**config.mk**
```make
export PLATFORM = sky130hd
export DESIGN_NAME = cpu_interrupt_sequencer
export DESIGN_NICKNAME = d
export VERILOG_FILES = /design/src/common/irq_seq_pkg.sv /design/src/design/irq_priority_pick.sv /design/src/design/irq_flag_bank.sv /design/src/design/cpu_interrupt_sequencer.sv
export SDC_FILE = /design/constraint.sdc
export NUM_CORES = 1
export LEC_CHECK = 0
export BUFFER_PORTS_ARGS = -buffer_cell sky130_fd_sc_hd__buf_4
export CAP_MARGIN = 10
export CELL_PAD_IN_SITES_DETAIL_PLACEMENT = 1
export CELL_PAD_IN_SITES_GLOBAL_PLACEMENT = 2
export CORE_AREA = 10 10 136 138
export CTS_BUF_LIST = sky130_fd_sc_hd__clkbuf_16
export CTS_CLUSTER_DIAMETER = 60
export DETAILED_ROUTE_END_ITERATION = 16
export DIE_AREA = 0 0 146 148
export PLACE_DENSITY_LB_ADDON = 0.15
export SLEW_MARGIN = 15
export SYNTH_ARGS = -nofsm -noshare
export SYNTH_HDL_FRONTEND = slang
export SYNTH_SLANG_ARGS = --single-unit
```
**constraint.sdc**
```tcl
create_clock -name clk_i -period 3.8 [get_ports clk_i]
set_clock_uncertainty 0.2 [all_clocks]
set_input_delay 0.38 -clock clk_i [delete_from_list [all_inputs] [get_ports clk_i]]
set_output_delay 0.38 -clock clk_i [all_outputs]
set_load 0.05 [all_outputs]
```
**src/common/irq_seq_pkg.sv**
```systemverilog
// constants for the cpu interrupt sequencer
// assumes a single cpu clock and a nine bit program counter
package irq_seq_pkg;
  localparam int PC_W = 9;
  localparam int SP_W = 8;
  localparam int NUM_SRC = 9;
  localparam int SRC_W = 4;
  // vector 0 is reset, sources 0..NUM_SRC-1 sit at vectors 1..NUM_SRC
  localparam logic [8:0] RESET_VECTOR = 9'h000;
  localparam logic [8:0] FIRST_SRC_VECTOR = 9'h001;
  localparam logic [7:0] SP_RESET = 8'h9F;
  localparam logic [7:0] SP_STEP = 8'h02;
  localparam int CLK_MHZ = 125;
  localparam int ENTRY_CYCLES = 4;
  localparam int WAKE_EXTRA_CYCLES = 4;
  localparam int RETURN_CYCLES = 4;
  localparam int JUMP_CYCLES = 3;
  localparam logic [3:0] ENTRY_LEN = 4'h4;
  localparam logic [3:0] WAKE_EXTRA_LEN = 4'h4;
  localparam logic [3:0] RETURN_LEN = 4'h4;
  localparam logic [3:0] JUMP_LEN = 4'h3;
  localparam logic [3:0] PUSH_LO_STEP = 4'h1;
  localparam logic [3:0] PUSH_HI_STEP = 4'h2;
  localparam logic [3:0] POP_HI_STEP = 4'h1;
  localparam logic [3:0] POP_LO_STEP = 4'h2;
  typedef enum logic [5:0] {
    ST_RUN    = 6'h01,
    ST_WAKE   = 6'h02,
    ST_ENTRY  = 6'h04,
    ST_JUMP   = 6'h08,
    ST_RETURN = 6'h10,
    ST_GUARD  = 6'h20
  } seq_state_e;
endpackage

```
**src/design/irq_priority_pick.sv**
```systemverilog
// fixed priority picker: lowest index wins
// assumes request vector is already gated by enables
`timescale 1ns/100ps
`default_nettype none
module irq_priority_pick #(
  parameter int N = 9,
  parameter int W = 4
) (
  input wire logic [N-1:0] req_i,
  output logic any_o,
  output logic [W-1:0] idx_o,
  output logic [N-1:0] onehot_o
);
  always_comb begin
    any_o = 1'b0;
    idx_o = '0;
    onehot_o = '0;
    for (int i = N - 1; i >= 0; i--) begin
      if (req_i[i]) begin
        any_o = 1'b1;
        idx_o = W'(i);
        onehot_o = N'(1) << i;
      end
    end
  end
endmodule
`default_nettype wire

```
**src/design/irq_flag_bank.sv**
```systemverilog
// pending flag bank for flag-type interrupt sources
// assumes event inputs are already synchronised to clk_i
`timescale 1ns/100ps
`default_nettype none
module irq_flag_bank #(
  parameter int N = 9
) (
  input wire logic clk_i,
  input wire logic sys_rst_i,
  input wire logic [N-1:0] event_i,
  input wire logic [N-1:0] sw_clear_i,
  input wire logic [N-1:0] hw_clear_i,
  output logic [N-1:0] flag_o
);
  logic [N-1:0] next_flag;
  // set wins over either clear; enables do not gate setting
  assign next_flag = event_i | (flag_o & ~sw_clear_i & ~hw_clear_i);
  always_ff @(posedge clk_i) begin
    if (sys_rst_i) begin
      flag_o <= '0;
    end else begin
      flag_o <= next_flag;
    end
  end
endmodule
`default_nettype wire

```
**src/design/cpu_interrupt_sequencer.sv**
```systemverilog
// interrupt acceptance and sequencing between peripherals and the cpu pipeline
// assumes one cpu clock; pipeline handshakes are on clk_i, source pins are asynchronous
// Function
// - take a source only when its enable and global enable are both set
// - vectors at lowest addresses, lower address wins, reset first, request zero next
// - accepting an interrupt clears global enable
// - software may set global enable in a handler, allowing nesting
// - return from handler sets global enable
// - flag interrupts vector the pc and clear their flag on acceptance
// - writing one clears a pending flag, zero leaves it
// - flags set while disabled are held until enabled or cleared
// - flags held while globally disabled are served later by priority
// - level interrupts request only while present, never latched
// - one instruction of the main program runs after return first
// - status flags are not saved or restored by hardware
// - clear global enable blocks interrupts at once, same cycle too
// - after set global enable the next instruction runs first
// - entry takes four cycles pushing the pc, then vector runs
// - the vector jump takes three cycles to reach the handler
// - interrupt waits for a multi-cycle instruction to finish
// - wake from sleep adds four cycles beyond the sleep start-up
// - return takes four cycles, pops pc, sp plus two, sets enable
// - program counter and vectors are nine bits wide
// - pushing return address lowers stack pointer by two
`timescale 1ns/100ps
`default_nettype none
module cpu_interrupt_sequencer #(
  parameter int NUM_SRC = irq_seq_pkg::NUM_SRC,
  parameter logic [NUM_SRC-1:0] LEVEL_TYPE = '0
) (
  input wire logic clk_i,
  input wire logic sys_rst_i,
  // asynchronous source conditions; flag sources are events, level ones are conditions
  input wire logic [NUM_SRC-1:0] src_cond_i,
  input wire logic [NUM_SRC-1:0] src_enable_i,
  input wire logic [NUM_SRC-1:0] flag_clear_i,
  // pipeline status, all on clk_i
  input wire logic instr_done_i,
  input wire logic set_global_enable_i,
  input wire logic clear_global_enable_i,
  input wire logic return_from_handler_instr_i,
  input wire logic sleeping_i,
  input wire logic wake_ready_i,
  input wire logic [8:0] program_counter_i,
  input wire logic [7:0] pop_data_i,
  output logic global_enable_o,
  output logic [NUM_SRC-1:0] pending_flag_o,
  output logic hold_pipeline_o,
  output logic entry_start_o,
  output logic [8:0] program_counter_o,
  output logic pc_load_o,
  output logic [7:0] stack_pointer_o,
  output logic push_valid_o,
  output logic [7:0] push_data_o,
  output logic [7:0] push_addr_o,
  output logic pop_req_o,
  output logic [7:0] pop_addr_o,
  output logic vector_jump_o,
  output logic [3:0] active_src_o,
  output logic in_handler_o
);
  localparam int SW = irq_seq_pkg::SRC_W;

  // synchronise source pins
  logic [NUM_SRC-1:0] cond_meta;
  logic [NUM_SRC-1:0] cond_sync;
  always_ff @(posedge clk_i) begin
    if (sys_rst_i) begin
      cond_meta <= '0;
      cond_sync <= '0;
    end else begin
      cond_meta <= src_cond_i;
      cond_sync <= cond_meta;
    end
  end

  // flag-type sources latch on a rising condition
  logic [NUM_SRC-1:0] cond_prev;
  always_ff @(posedge clk_i) begin
    if (sys_rst_i) begin
      cond_prev <= '0;
    end else begin
      cond_prev <= cond_sync;
    end
  end
  wire [NUM_SRC-1:0] flag_event = cond_sync & ~cond_prev & ~LEVEL_TYPE;

  logic [NUM_SRC-1:0] hw_clear;
  logic [NUM_SRC-1:0] flags;
  irq_flag_bank #(.N(NUM_SRC)) u_flags (
    .clk_i(clk_i),
    .sys_rst_i(sys_rst_i),
    .event_i(flag_event),
    .sw_clear_i(flag_clear_i & ~LEVEL_TYPE),
    .hw_clear_i(hw_clear),
    .flag_o(flags)
  );
  assign pending_flag_o = flags;

  // flags latch; level sources pass only while present
  wire [NUM_SRC-1:0] raw_req = (flags & ~LEVEL_TYPE) | (cond_sync & LEVEL_TYPE);
  wire [NUM_SRC-1:0] enabled_req = raw_req & src_enable_i;

  logic pick_any;
  logic [SW-1:0] pick_idx;
  logic [NUM_SRC-1:0] pick_onehot;
  irq_priority_pick #(.N(NUM_SRC), .W(SW)) u_pick (
    .req_i(enabled_req),
    .any_o(pick_any),
    .idx_o(pick_idx),
    .onehot_o(pick_onehot)
  );

  function automatic logic [8:0] vector_of(input logic [SW-1:0] idx);
    vector_of = irq_seq_pkg::FIRST_SRC_VECTOR + 9'(idx);
  endfunction

  irq_seq_pkg::seq_state_e state;
  irq_seq_pkg::seq_state_e next_state;
  logic [3:0] cnt;
  logic [3:0] next_cnt;
  logic gie;
  logic next_gie;
  logic guard; // one instruction must complete before acceptance
  logic next_guard;
  logic [8:0] ret_pc;
  logic [8:0] next_ret_pc;
  logic [8:0] vec_pc;
  logic [8:0] next_vec_pc;
  logic [7:0] sp;
  logic [7:0] next_sp;
  logic [3:0] act_src;
  logic [3:0] next_act_src;
  logic [7:0] depth;
  logic [7:0] next_depth;

  // clear wins same cycle; set and guard suppress acceptance
  wire can_accept = gie && !clear_global_enable_i && !set_global_enable_i && !guard;
  // wait for instruction boundary or sleep
  wire boundary = instr_done_i || sleeping_i;
  wire accept = (state == irq_seq_pkg::ST_RUN) && can_accept && pick_any && boundary;
  wire start_return = (state == irq_seq_pkg::ST_RUN) && return_from_handler_instr_i && !accept;

  assign hw_clear = (accept ? pick_onehot : '0) & ~LEVEL_TYPE;

  always_comb begin
    next_state = state;
    next_cnt = cnt;
    next_gie = gie;
    next_guard = guard;
    next_ret_pc = ret_pc;
    next_vec_pc = vec_pc;
    next_sp = sp;
    next_act_src = act_src;
    next_depth = depth;
    if (guard && instr_done_i) begin
      next_guard = 1'b0;
    end
    if (set_global_enable_i) begin
      next_gie = 1'b1;
      next_guard = 1'b1;
    end
    case (state)
      irq_seq_pkg::ST_RUN: begin
        if (accept) begin
          next_gie = 1'b0;
          next_ret_pc = program_counter_i;
          next_vec_pc = vector_of(pick_idx);
          next_act_src = pick_idx;
          next_cnt = '0;
          next_depth = depth + 8'h01;
          next_state = sleeping_i ? irq_seq_pkg::ST_WAKE : irq_seq_pkg::ST_ENTRY;
        end else if (start_return) begin
          next_cnt = '0;
          next_state = irq_seq_pkg::ST_RETURN;
        end
      end
      irq_seq_pkg::ST_WAKE: begin
        // start-up of the sleep mode first, then four extra cycles
        if (wake_ready_i || cnt != '0) begin
          next_cnt = cnt + 4'h1;
          if (cnt + 4'h1 == irq_seq_pkg::WAKE_EXTRA_LEN) begin
            next_cnt = '0;
            next_state = irq_seq_pkg::ST_ENTRY;
          end
        end
      end
      irq_seq_pkg::ST_ENTRY: begin
        next_cnt = cnt + 4'h1;
        if (cnt == irq_seq_pkg::PUSH_LO_STEP || cnt == irq_seq_pkg::PUSH_HI_STEP) begin
          next_sp = sp - 8'h01; // two bytes pushed, sp lowered by two
        end
        if (cnt + 4'h1 == irq_seq_pkg::ENTRY_LEN) begin
          next_cnt = '0;
          next_state = irq_seq_pkg::ST_JUMP;
        end
      end
      irq_seq_pkg::ST_JUMP: begin
        next_cnt = cnt + 4'h1;
        if (cnt + 4'h1 == irq_seq_pkg::JUMP_LEN) begin
          next_cnt = '0;
          next_state = irq_seq_pkg::ST_RUN;
        end
      end
      irq_seq_pkg::ST_RETURN: begin
        next_cnt = cnt + 4'h1;
        // sp steps in the pop request cycles so the second read sees the raised pointer
        if (cnt == irq_seq_pkg::POP_HI_STEP - 4'h1 || cnt == irq_seq_pkg::POP_LO_STEP - 4'h1) begin
          next_sp = sp + 8'h01;
        end
        if (cnt == irq_seq_pkg::POP_HI_STEP) begin
          next_ret_pc = {pop_data_i[0], ret_pc[7:0]};
        end
        if (cnt == irq_seq_pkg::POP_LO_STEP) begin
          next_ret_pc = {ret_pc[8], pop_data_i};
        end
        if (cnt + 4'h1 == irq_seq_pkg::RETURN_LEN) begin
          next_cnt = '0;
          next_gie = 1'b1;
          next_guard = 1'b1;
          next_depth = (depth == 8'h00) ? 8'h00 : depth - 8'h01;
          next_state = irq_seq_pkg::ST_GUARD;
        end
      end
      irq_seq_pkg::ST_GUARD: begin
        // pc reload cycle, back to the main program
        next_state = irq_seq_pkg::ST_RUN;
      end
      default: begin
        next_state = irq_seq_pkg::ST_RUN;
      end
    endcase
    // clear wins over every set, the return path included
    if (clear_global_enable_i) begin
      next_gie = 1'b0;
    end
  end

  // status flags other than global enable are never touched here
  always_ff @(posedge clk_i) begin
    if (sys_rst_i) begin
      state <= irq_seq_pkg::ST_JUMP;
      cnt <= '0;
      gie <= 1'b0;
      guard <= 1'b0;
      ret_pc <= '0;
      vec_pc <= irq_seq_pkg::RESET_VECTOR; // reset has its own vector, highest rank
      sp <= irq_seq_pkg::SP_RESET;
      act_src <= '0;
      depth <= '0;
    end else begin
      state <= next_state;
      cnt <= next_cnt;
      gie <= next_gie;
      guard <= next_guard;
      ret_pc <= next_ret_pc;
      vec_pc <= next_vec_pc;
      sp <= next_sp;
      act_src <= next_act_src;
      depth <= next_depth;
    end
  end

  wire in_entry = (state == irq_seq_pkg::ST_ENTRY);
  wire in_return = (state == irq_seq_pkg::ST_RETURN);
  wire push_lo = in_entry && cnt == irq_seq_pkg::PUSH_LO_STEP;
  wire push_hi = in_entry && cnt == irq_seq_pkg::PUSH_HI_STEP;

  assign hold_pipeline_o = (state != irq_seq_pkg::ST_RUN);
  assign entry_start_o = accept;
  assign global_enable_o = gie;
  assign push_valid_o = push_lo || push_hi;
  assign pop_req_o = in_return && (cnt == irq_seq_pkg::POP_HI_STEP - 4'h1 || cnt == irq_seq_pkg::POP_LO_STEP - 4'h1);
  assign vector_jump_o = (state == irq_seq_pkg::ST_JUMP);

  // data outputs registered
  logic [7:0] push_data;
  logic [7:0] push_addr;
  logic [7:0] pop_addr;
  logic [8:0] pc_out;
  logic pc_load;
  always_ff @(posedge clk_i) begin
    if (sys_rst_i) begin
      push_data <= '0;
      push_addr <= '0;
      pop_addr <= '0;
      pc_out <= irq_seq_pkg::RESET_VECTOR;
      pc_load <= 1'b0;
    end else begin
      push_data <= (cnt == irq_seq_pkg::PUSH_LO_STEP - 4'h1) ? ret_pc[7:0] : {7'h00, ret_pc[8]};
      push_addr <= next_sp;
      pop_addr <= next_sp + 8'h01;
      pc_load <= (in_entry && cnt + 4'h1 == irq_seq_pkg::ENTRY_LEN) || (state == irq_seq_pkg::ST_GUARD);
      pc_out <= (state == irq_seq_pkg::ST_GUARD) ? ret_pc : vec_pc;
    end
  end
  assign push_data_o = push_data;
  assign push_addr_o = push_addr;
  assign pop_addr_o = pop_addr;
  assign program_counter_o = pc_out;
  assign pc_load_o = pc_load;
  assign stack_pointer_o = sp;
  assign active_src_o = act_src;
  assign in_handler_o = (depth != 8'h00);
endmodule
`default_nettype wire

```
# Word level (Yosys, flattened, before mapping)
# Cells that the tools add are included.
dict set report totals {
  reg_bits 120
  latchBits 0
  ram_bits 0
  romBits 0
  word_cells 159
  memories 0
}
dict set report classes {
  addsub 7
  mul 0
  n_div 0
  order_cmp 0
  n_eq_ne 21
  n_shift 0
  n_mux 64
  n_bitwise 9
  n_reduce_logical 38
}
# cell n
set ops {}
lappend ops {{2-to-1 mux 9 bit} 14}
lappend ops {{2-to-1 mux 4 bit} 14}
lappend ops {{2-to-1 mux 6 bit} 7}
lappend ops {{2-to-1 mux 8 bit} 5}
lappend ops {{AND 9 bit} 4}
lappend ops {{one-hot mux 8 bit (2 select lines)} 2}
lappend ops {{one-hot mux 6 bit (5 select lines)} 1}
lappend ops {{inverter 9 bit} 3}
lappend ops {{adder 8 x 1 -> 8 bit, second input constant} 3}
lappend ops {{one-hot mux 9 bit (2 select lines)} 1}
lappend ops {{2-to-1 mux 1 bit} 17}
lappend ops {{one-hot mux 4 bit (4 select lines)} 1}
lappend ops {{subtractor 8 x 1 -> 8 bit, second input constant} 2}
lappend ops {{logical AND 1 bit} 13}
lappend ops {{inequality test 2 x 1 -> 1 bit, second input constant} 5}
lappend ops {{OR 9 bit} 1}
lappend ops {{AND reduction 3 bit} 3}
lappend ops {{== test 4 x 2 -> 1 bit, second input constant} 2}
lappend ops {{zero test 8 bit} 1}
lappend ops {{inequality test 2 bit, second input constant} 4}
lappend ops {{nonzero test 4 bit} 2}
lappend ops {{nonzero test 8 bit} 1}
lappend ops {{== test 6 x 1 -> 1 bit, second input constant} 1}
lappend ops {{== test 6 x 2 -> 1 bit, second input constant} 1}
lappend ops {{other kinds (21)} 31}

# Depth between registers and ports, before layout
dict set report logic_depth {
  ltp_word 17
  depth_mapped 13
  mapped_depth_nobuf 12
}

# By module
# Synthesis repeated with hierarchy kept, for this count alone.
dict set report unflattened {
  cells_unflattened 595
  area_unflattened_um2 5202.5
}
# mod instances cells_each area_each_um2
set by_module_without_submodules {}
lappend by_module_without_submodules {cpu_interrupt_sequencer 1 533 4685.7}
lappend by_module_without_submodules {irq_flag_bank 1 37 341.6}
lappend by_module_without_submodules {irq_priority_pick 1 25 175.2}

# Worst setup path after synthesis
# No wires, ideal clock.
dict set report synth_timing {
  path_kind {register -> register}
  from {register state[1]}
  to {register pop_addr[4], in the netlist pop_addr_o[4]}
  setup_time_ns 0.128
  t_arrival_ns 3.112
  slack_ns 0.360
  stages_incl_launch_ff 12
  n_path_buf 1
  cell_sequence {dfxtp_1 -> or4_4 -> buf_6 -> nor3_1 -> a211o_1 -> nand2_1 -> inv_1 -> ha_1 -> inv_1 -> nor3_1 -> xnor2_1 -> nor2_1}
}
dict set report synth_via {
  elab_chain_cells 3
}
# element line
set synth_rtl {}
lappend synth_rtl {{start, declared} cpu_interrupt_sequencer.sv:118} ;# irq_seq_pkg::seq_state_e state;
lappend synth_rtl {{start signal, assigned} cpu_interrupt_sequencer.sv:242} ;# state <= irq_seq_pkg::ST_JUMP;
lappend synth_rtl {{start signal, assigned} cpu_interrupt_sequencer.sv:252} ;# state <= next_state;
lappend synth_rtl {{== test 6 x 5 -> 1 bit or == test 6 x 3 -> 1 bit (tied branches)} cpu_interrupt_sequencer.sv:163} ;# case (state)
lappend synth_rtl {{one-hot mux 8 bit (2 select lines) *} cpu_interrupt_sequencer.sv:163}
lappend synth_rtl {{named net next_sp[1]} cpu_interrupt_sequencer.sv:131} ;# logic [7:0] next_sp;
lappend synth_rtl {{adder 8 x 1 -> 8 bit *} cpu_interrupt_sequencer.sv:292} ;# pop_addr <= next_sp + 8'h01;
lappend synth_rtl {{end signal, assigned} cpu_interrupt_sequencer.sv:292}
lappend synth_rtl {{end, declared} cpu_interrupt_sequencer.sv:279} ;# logic [7:0] pop_addr;
# Mark *: on every way through the listed nets, which the timed path passes. The rest lies on a longest branch.
# A chain may end at the register's enable or synchronous reset.

# Worst setup path after layout
dict set report layout_timing {
  from {input clear_global_enable_i}
  to {register ret_pc[2]}
}
dict set report layout_via {
  elab_chain_cells 9
}
# element line
set layout_rtl {}
lappend layout_rtl {{start, declared} cpu_interrupt_sequencer.sv:40} ;# input wire logic clear_global_enable_i,
lappend layout_rtl {{zero test 1 bit} cpu_interrupt_sequencer.sv:138} ;# wire can_accept = gie && !clear_global_enable_i && !set_global_enable_i && !guard;
lappend layout_rtl {{logical AND 1 bit (3 in series)} cpu_interrupt_sequencer.sv:138}
lappend layout_rtl {{logical AND 1 bit (3 in series)} cpu_interrupt_sequencer.sv:141} ;# wire accept = (state == irq_seq_pkg::ST_RUN) && can_accept && pick_any && boundary;
lappend layout_rtl {{inequality test 2 bit (no source line)} --}
lappend layout_rtl {{AND reduction 3 bit (no source line)} --}
lappend layout_rtl {{end signal, assigned} cpu_interrupt_sequencer.sv:256} ;# ret_pc <= next_ret_pc;
lappend layout_rtl {{end, declared} cpu_interrupt_sequencer.sv:126} ;# logic [8:0] ret_pc;
# Every way passes these cells.

==> results by stage <==
Placement:
- Routability-driven placement finished with a final weighted congestion of 0.8232.
- The HPWL reported at the end of detailed placement is 11240 um.
- Input and output buffers added on the ports amount to between 100 and 150.

Route:
- The final layout contains routed wiring with a total length of ~15000 um.
- The number of remaining DRC errors is 0.
- The routed length on met1 is 7108 um.
- The detail-routed net length per standard cell is 16.68 um.
- Before antenna repair, the detailed router went through 4 iterations.
- The detailed router used layers up to and including met4.
- The first routing iteration left 162 violations.
- Dividing the detail-routed via count by the number of cells gives 4.789.
- The routed design uses 584 um of met3 wire.
- The final route contains roughly 4.4k vias.
- The wire length on met2 is roughly 7400 um.
- The count of nets left with antenna violations once routing finished came out at 0.

Yosys:
- After synthesis, the largest area contributor takes up between 40 and 50% of total cell area.
- The number of nets in the synthesized netlist is 619.
- The count of warnings emitted by yosys is 0.
- The cell area after technology mapping is 0.004926 mm^2.
- Among all flip-flop cells after synthesis, the most frequent one is dfxtp_1.
- The fraction of registers with async set or reset after synthesis is 0%.
- The number of flops mapped to enable cells by yosys is 0.
- The synthesized instance count is 556.
- Summing the sequential cell areas from Yosys gives approximately 46% of the chip area.
- In this run, distinct cell masters in the synthesized netlist total 63.
- In this run, synthesis produced a sequential element count of 114.
- The average instance in the mapped netlist occupies 8.860 um^2.
- By area the synthesized netlist is led by dfxtp_1, nor2b_1, nor2_1.
- The cell type with the largest total area after synthesis is dfxtp_1.

Job:
- The max-capacitance violation count is 0.

Global route:
- The initial antenna violation count is 0.
- Entering global routing, the biggest net connects 65 pins.
- For this run, the total global-route usage over all layers was measured as 14.36%.
- The total overflow reported by the global router is 0.
- The first-pass GRT wire length is 25050 um.
- The via count of the first global-routing pass is approximately 4.7k.

Pwr:
- The internal portion of total power is 2.466 mW.
- In this run the power density over the cells is between 500 and 600 mW/mm^2.
- In this run the power spent charging and discharging nets is 1.223 mW.
- Of the total power, the share spent switching nets is 33.16%.
- The share of total power dissipated in sequential elements is a little over a third.
- Per report_power, the clock group accounts for 40.5% of the total.
- After layout, the design draws a total of about 3.7 mW.
- The combinational power share is a little under a quarter.
- Summed over all cells, the static leakage comes to between 2 and 3 nW.
- The worst-case vdd ir drop is 0.3412 mV.

Finish:
- For this run, the post-layout net count is 750.
- The most common cell after layout, fill and taps aside is buf_4.
- Relative to the synthesized area, the layout overhead comes to 36.75%.
- The number of antenna diodes in the final layout is 0.
- Cells with a size suffix above 1 make up 23.57% of the layout.
- The filler cell count in the final layout is 1818.
- The library cells used most frequently in the layout, excluding fill and tap cells, are buf_4, dfxtp_1, nor2_1, nand2_1, nor2b_1.
- The sequential cells in the finished layout cover a total of 0.002282 mm^2.
- Summing all multi-input logic gate instances after layout gives between 0.002 and 0.0025 mm^2.

Clock tree:
- The clock passes through at most 2 buffers.
- After clock tree synthesis, the clock-pin slew on the worst setup and hold paths is 0.06 ns.
- The later-pin clock latency in the skew report is 0.41 ns.
- The CTS tree is yes.
- The post-cts resize count is 0.
- The quantity of hold-fixing buffers added after cts is 19.
- CTS placed an instance of clkbuf_16 at the clock tree root.
- The count of H-tree levels built during CTS is 4.
- The number of clock sinks is 114.
- Counting the buffers created by CTS gives 17.
- In this run the post-CTS setup repair buffer count came out at 0.

Critical path:
- Of all nets on the critical path, the largest fanout is 8.
- The most prevalent standard cell on the critical path is dlygate4sd3_1.
- STA puts the critical path data required time at 3.96 ns.
- The sort of element at the start of the critical path is an input port.
- The worst setup path category is in2reg.
- The data arrival at the endpoint of the critical path is 3.72 ns.
- The signal on the critical path passes through dlygate4sd3_1 > buf_4 > nor4b_1 > o2111ai_1 > a31oi_4 > nor3b_2 > a22oi_1 > dlygate4sd3_1 > nand2_1.
- In this run the register-to-register setup slack is 0.58 ns.
- The critical path's largest stage delay is about 0.63 ns.
- The worst setup path is captured at a flop.
- The reg-to-reg startpoint is global_enable_o.
- The slowest stage of the critical path is the nor4b_1 cell.
- For the worst flop-to-flop path, the logic depth is 7.
- Tracing the worst setup path back leads to its startpoint at clear_global_enable_i.

Min path:
- The worst min-delay path category is in2reg.
- The beginning of the worst hold path is pop_data_i[5].
- The number of instances on the worst hold path is 3.

Run status:
- The run finished with clean final reports.

Timing:
- Dividing the final minimum period by the clock period gives 93.85%.
- The final count of pins violating max slew was 0.
- Setup repair after global routing left no endpoint under its margin.
- The final-report hold violation count is 0.
- Headroom to the max-slew limit came out at around 27%.
- The slew at the pin closest to its max-slew limit is 1.083 ns.
- The post-layout minimum cycle time is 3.566 ns.
- The total negative setup slack is 0 ns.
- Timing would allow up to 280.4 MHz.
- Setup violations remaining at the end of the flow were counted as 0.

Floorplanning:
- The placeable core region is 0.01571 mm^2.
- The floorplan step defined a die boundary enclosing 0.02161 mm^2.
- The die width is 146 um.
- The count of pins on the block boundary is 114.
- The die height is between 100 and 150 um.
- The floorplan has 46 rows.
- Once the floorplan was initialized, standard cells occupied 31.35% of the core.
power by group through the flow:
stage	registers [mW]	clock network, mW	logic, mW
after CTS	1.34	1.54	0.872
after floorplan	1.49	0	0.454
after global placement	1.35	0	0.844
after detailed placement	1.36	0	0.853
after global routing	1.35	1.60	0.951
final	1.34	1.49	0.856
layout make-up:
class	instances	area share, %
clock inverter	15	2.006
timing repair buffer	137	15.97
sequential	114	33.88
clock buffer	17	6.315
multi-input combinational	390	36.31
inverter	27	1.504
tap	216	4.012
metrics by stage:
| stage | worst slack, ns | area [um^2] | util, % | cells | hold slack, ns |
|---|---|---|---|---|---|
| global route | 0.01150 | 6736 | 42.87 | 916 | 0.01003 |
| global placement | 0.7053 | 5986 | 38.10 | 865 | 0.2170 |
| detailed placement | 0.6321 | 5986 | 38.10 | 865 | 0.2258 |
| floorplan | 0.3600 | 4926 | - | 556 | 0.2138 |
| CTS | 0.1827 | 6736 | 42.87 | 916 | 0.002105 |
| finish | 0.2337 | 6736 | 42.87 | 916 | 0.009785 |
synthesized netlist by cell type, types with 4 or more instances:
library cell    n
nand3b_1        6
dfxtp_1       114
ha_1           11
a211oi_1        9
nand2_1        50
clkbuf_1       17
a32o_1          5
a311oi_1        4
nor2b_1        37
nor4_1          7
nand3_1        17
nand4_1        13
and3_1          4
and2_1         13
o21ai_0        12
inv_1          27
mux2i_1        12
a22oi_1        14
xnor2_1         5
nor3_1         15
a21oi_1        28
nand2b_1       15
a31oi_1         7
nor2_1         52
routing by layer:
metal / vias to the layer above / global-route usage (%)
met5: - / 0
met4: 0 / 4.855
met3: 15 / 4.274
met2: 82 / 24.27
met1: 2074 / 17.04
li1: 2216 / -
logic make-up after synthesis:
family                   count (synthesis)  synth area share [%]
AND/OR/NAND/NOR                        255                 27.89
flip-flops                             114                 46.33
AO/OA/AOI/OAI                          100                 13.69
buffers and inverters                   52                 4.318
multiplexers                            14                 2.896
adder cells (fa/ha/maj)                 11                 2.794
XOR/XNOR                                10                 2.083
worst max-delay path: cells and delay by family:
kind	cells	cell delay [ns]
AOI/OAI and AO/OA	3	0.78
buffers and inverters	3	1.28
and+or+nand+nor	3	1.27
sequential cells by signal, summed over array words and instances (netlist names), 4 cells and up:
register,flops
active_src_o,4
cnt,4
cond_meta,9
cond_prev,9
cond_sync,9
depth,8
pop_addr_o,8
program_counter_o,9
push_addr_o,6
push_data_o,8
ret_pc,9
stack_pointer_o,8
state,6
u_flags.flag_o,9
vec_pc,5
worst paths after layout:
path                   to
max             ret_pc[2]
min             ret_pc[5]
max reg2reg     ret_pc[2]
min reg2reg  cond_sync[4]
No activity file was read; power rests on OpenSTA's default activity.
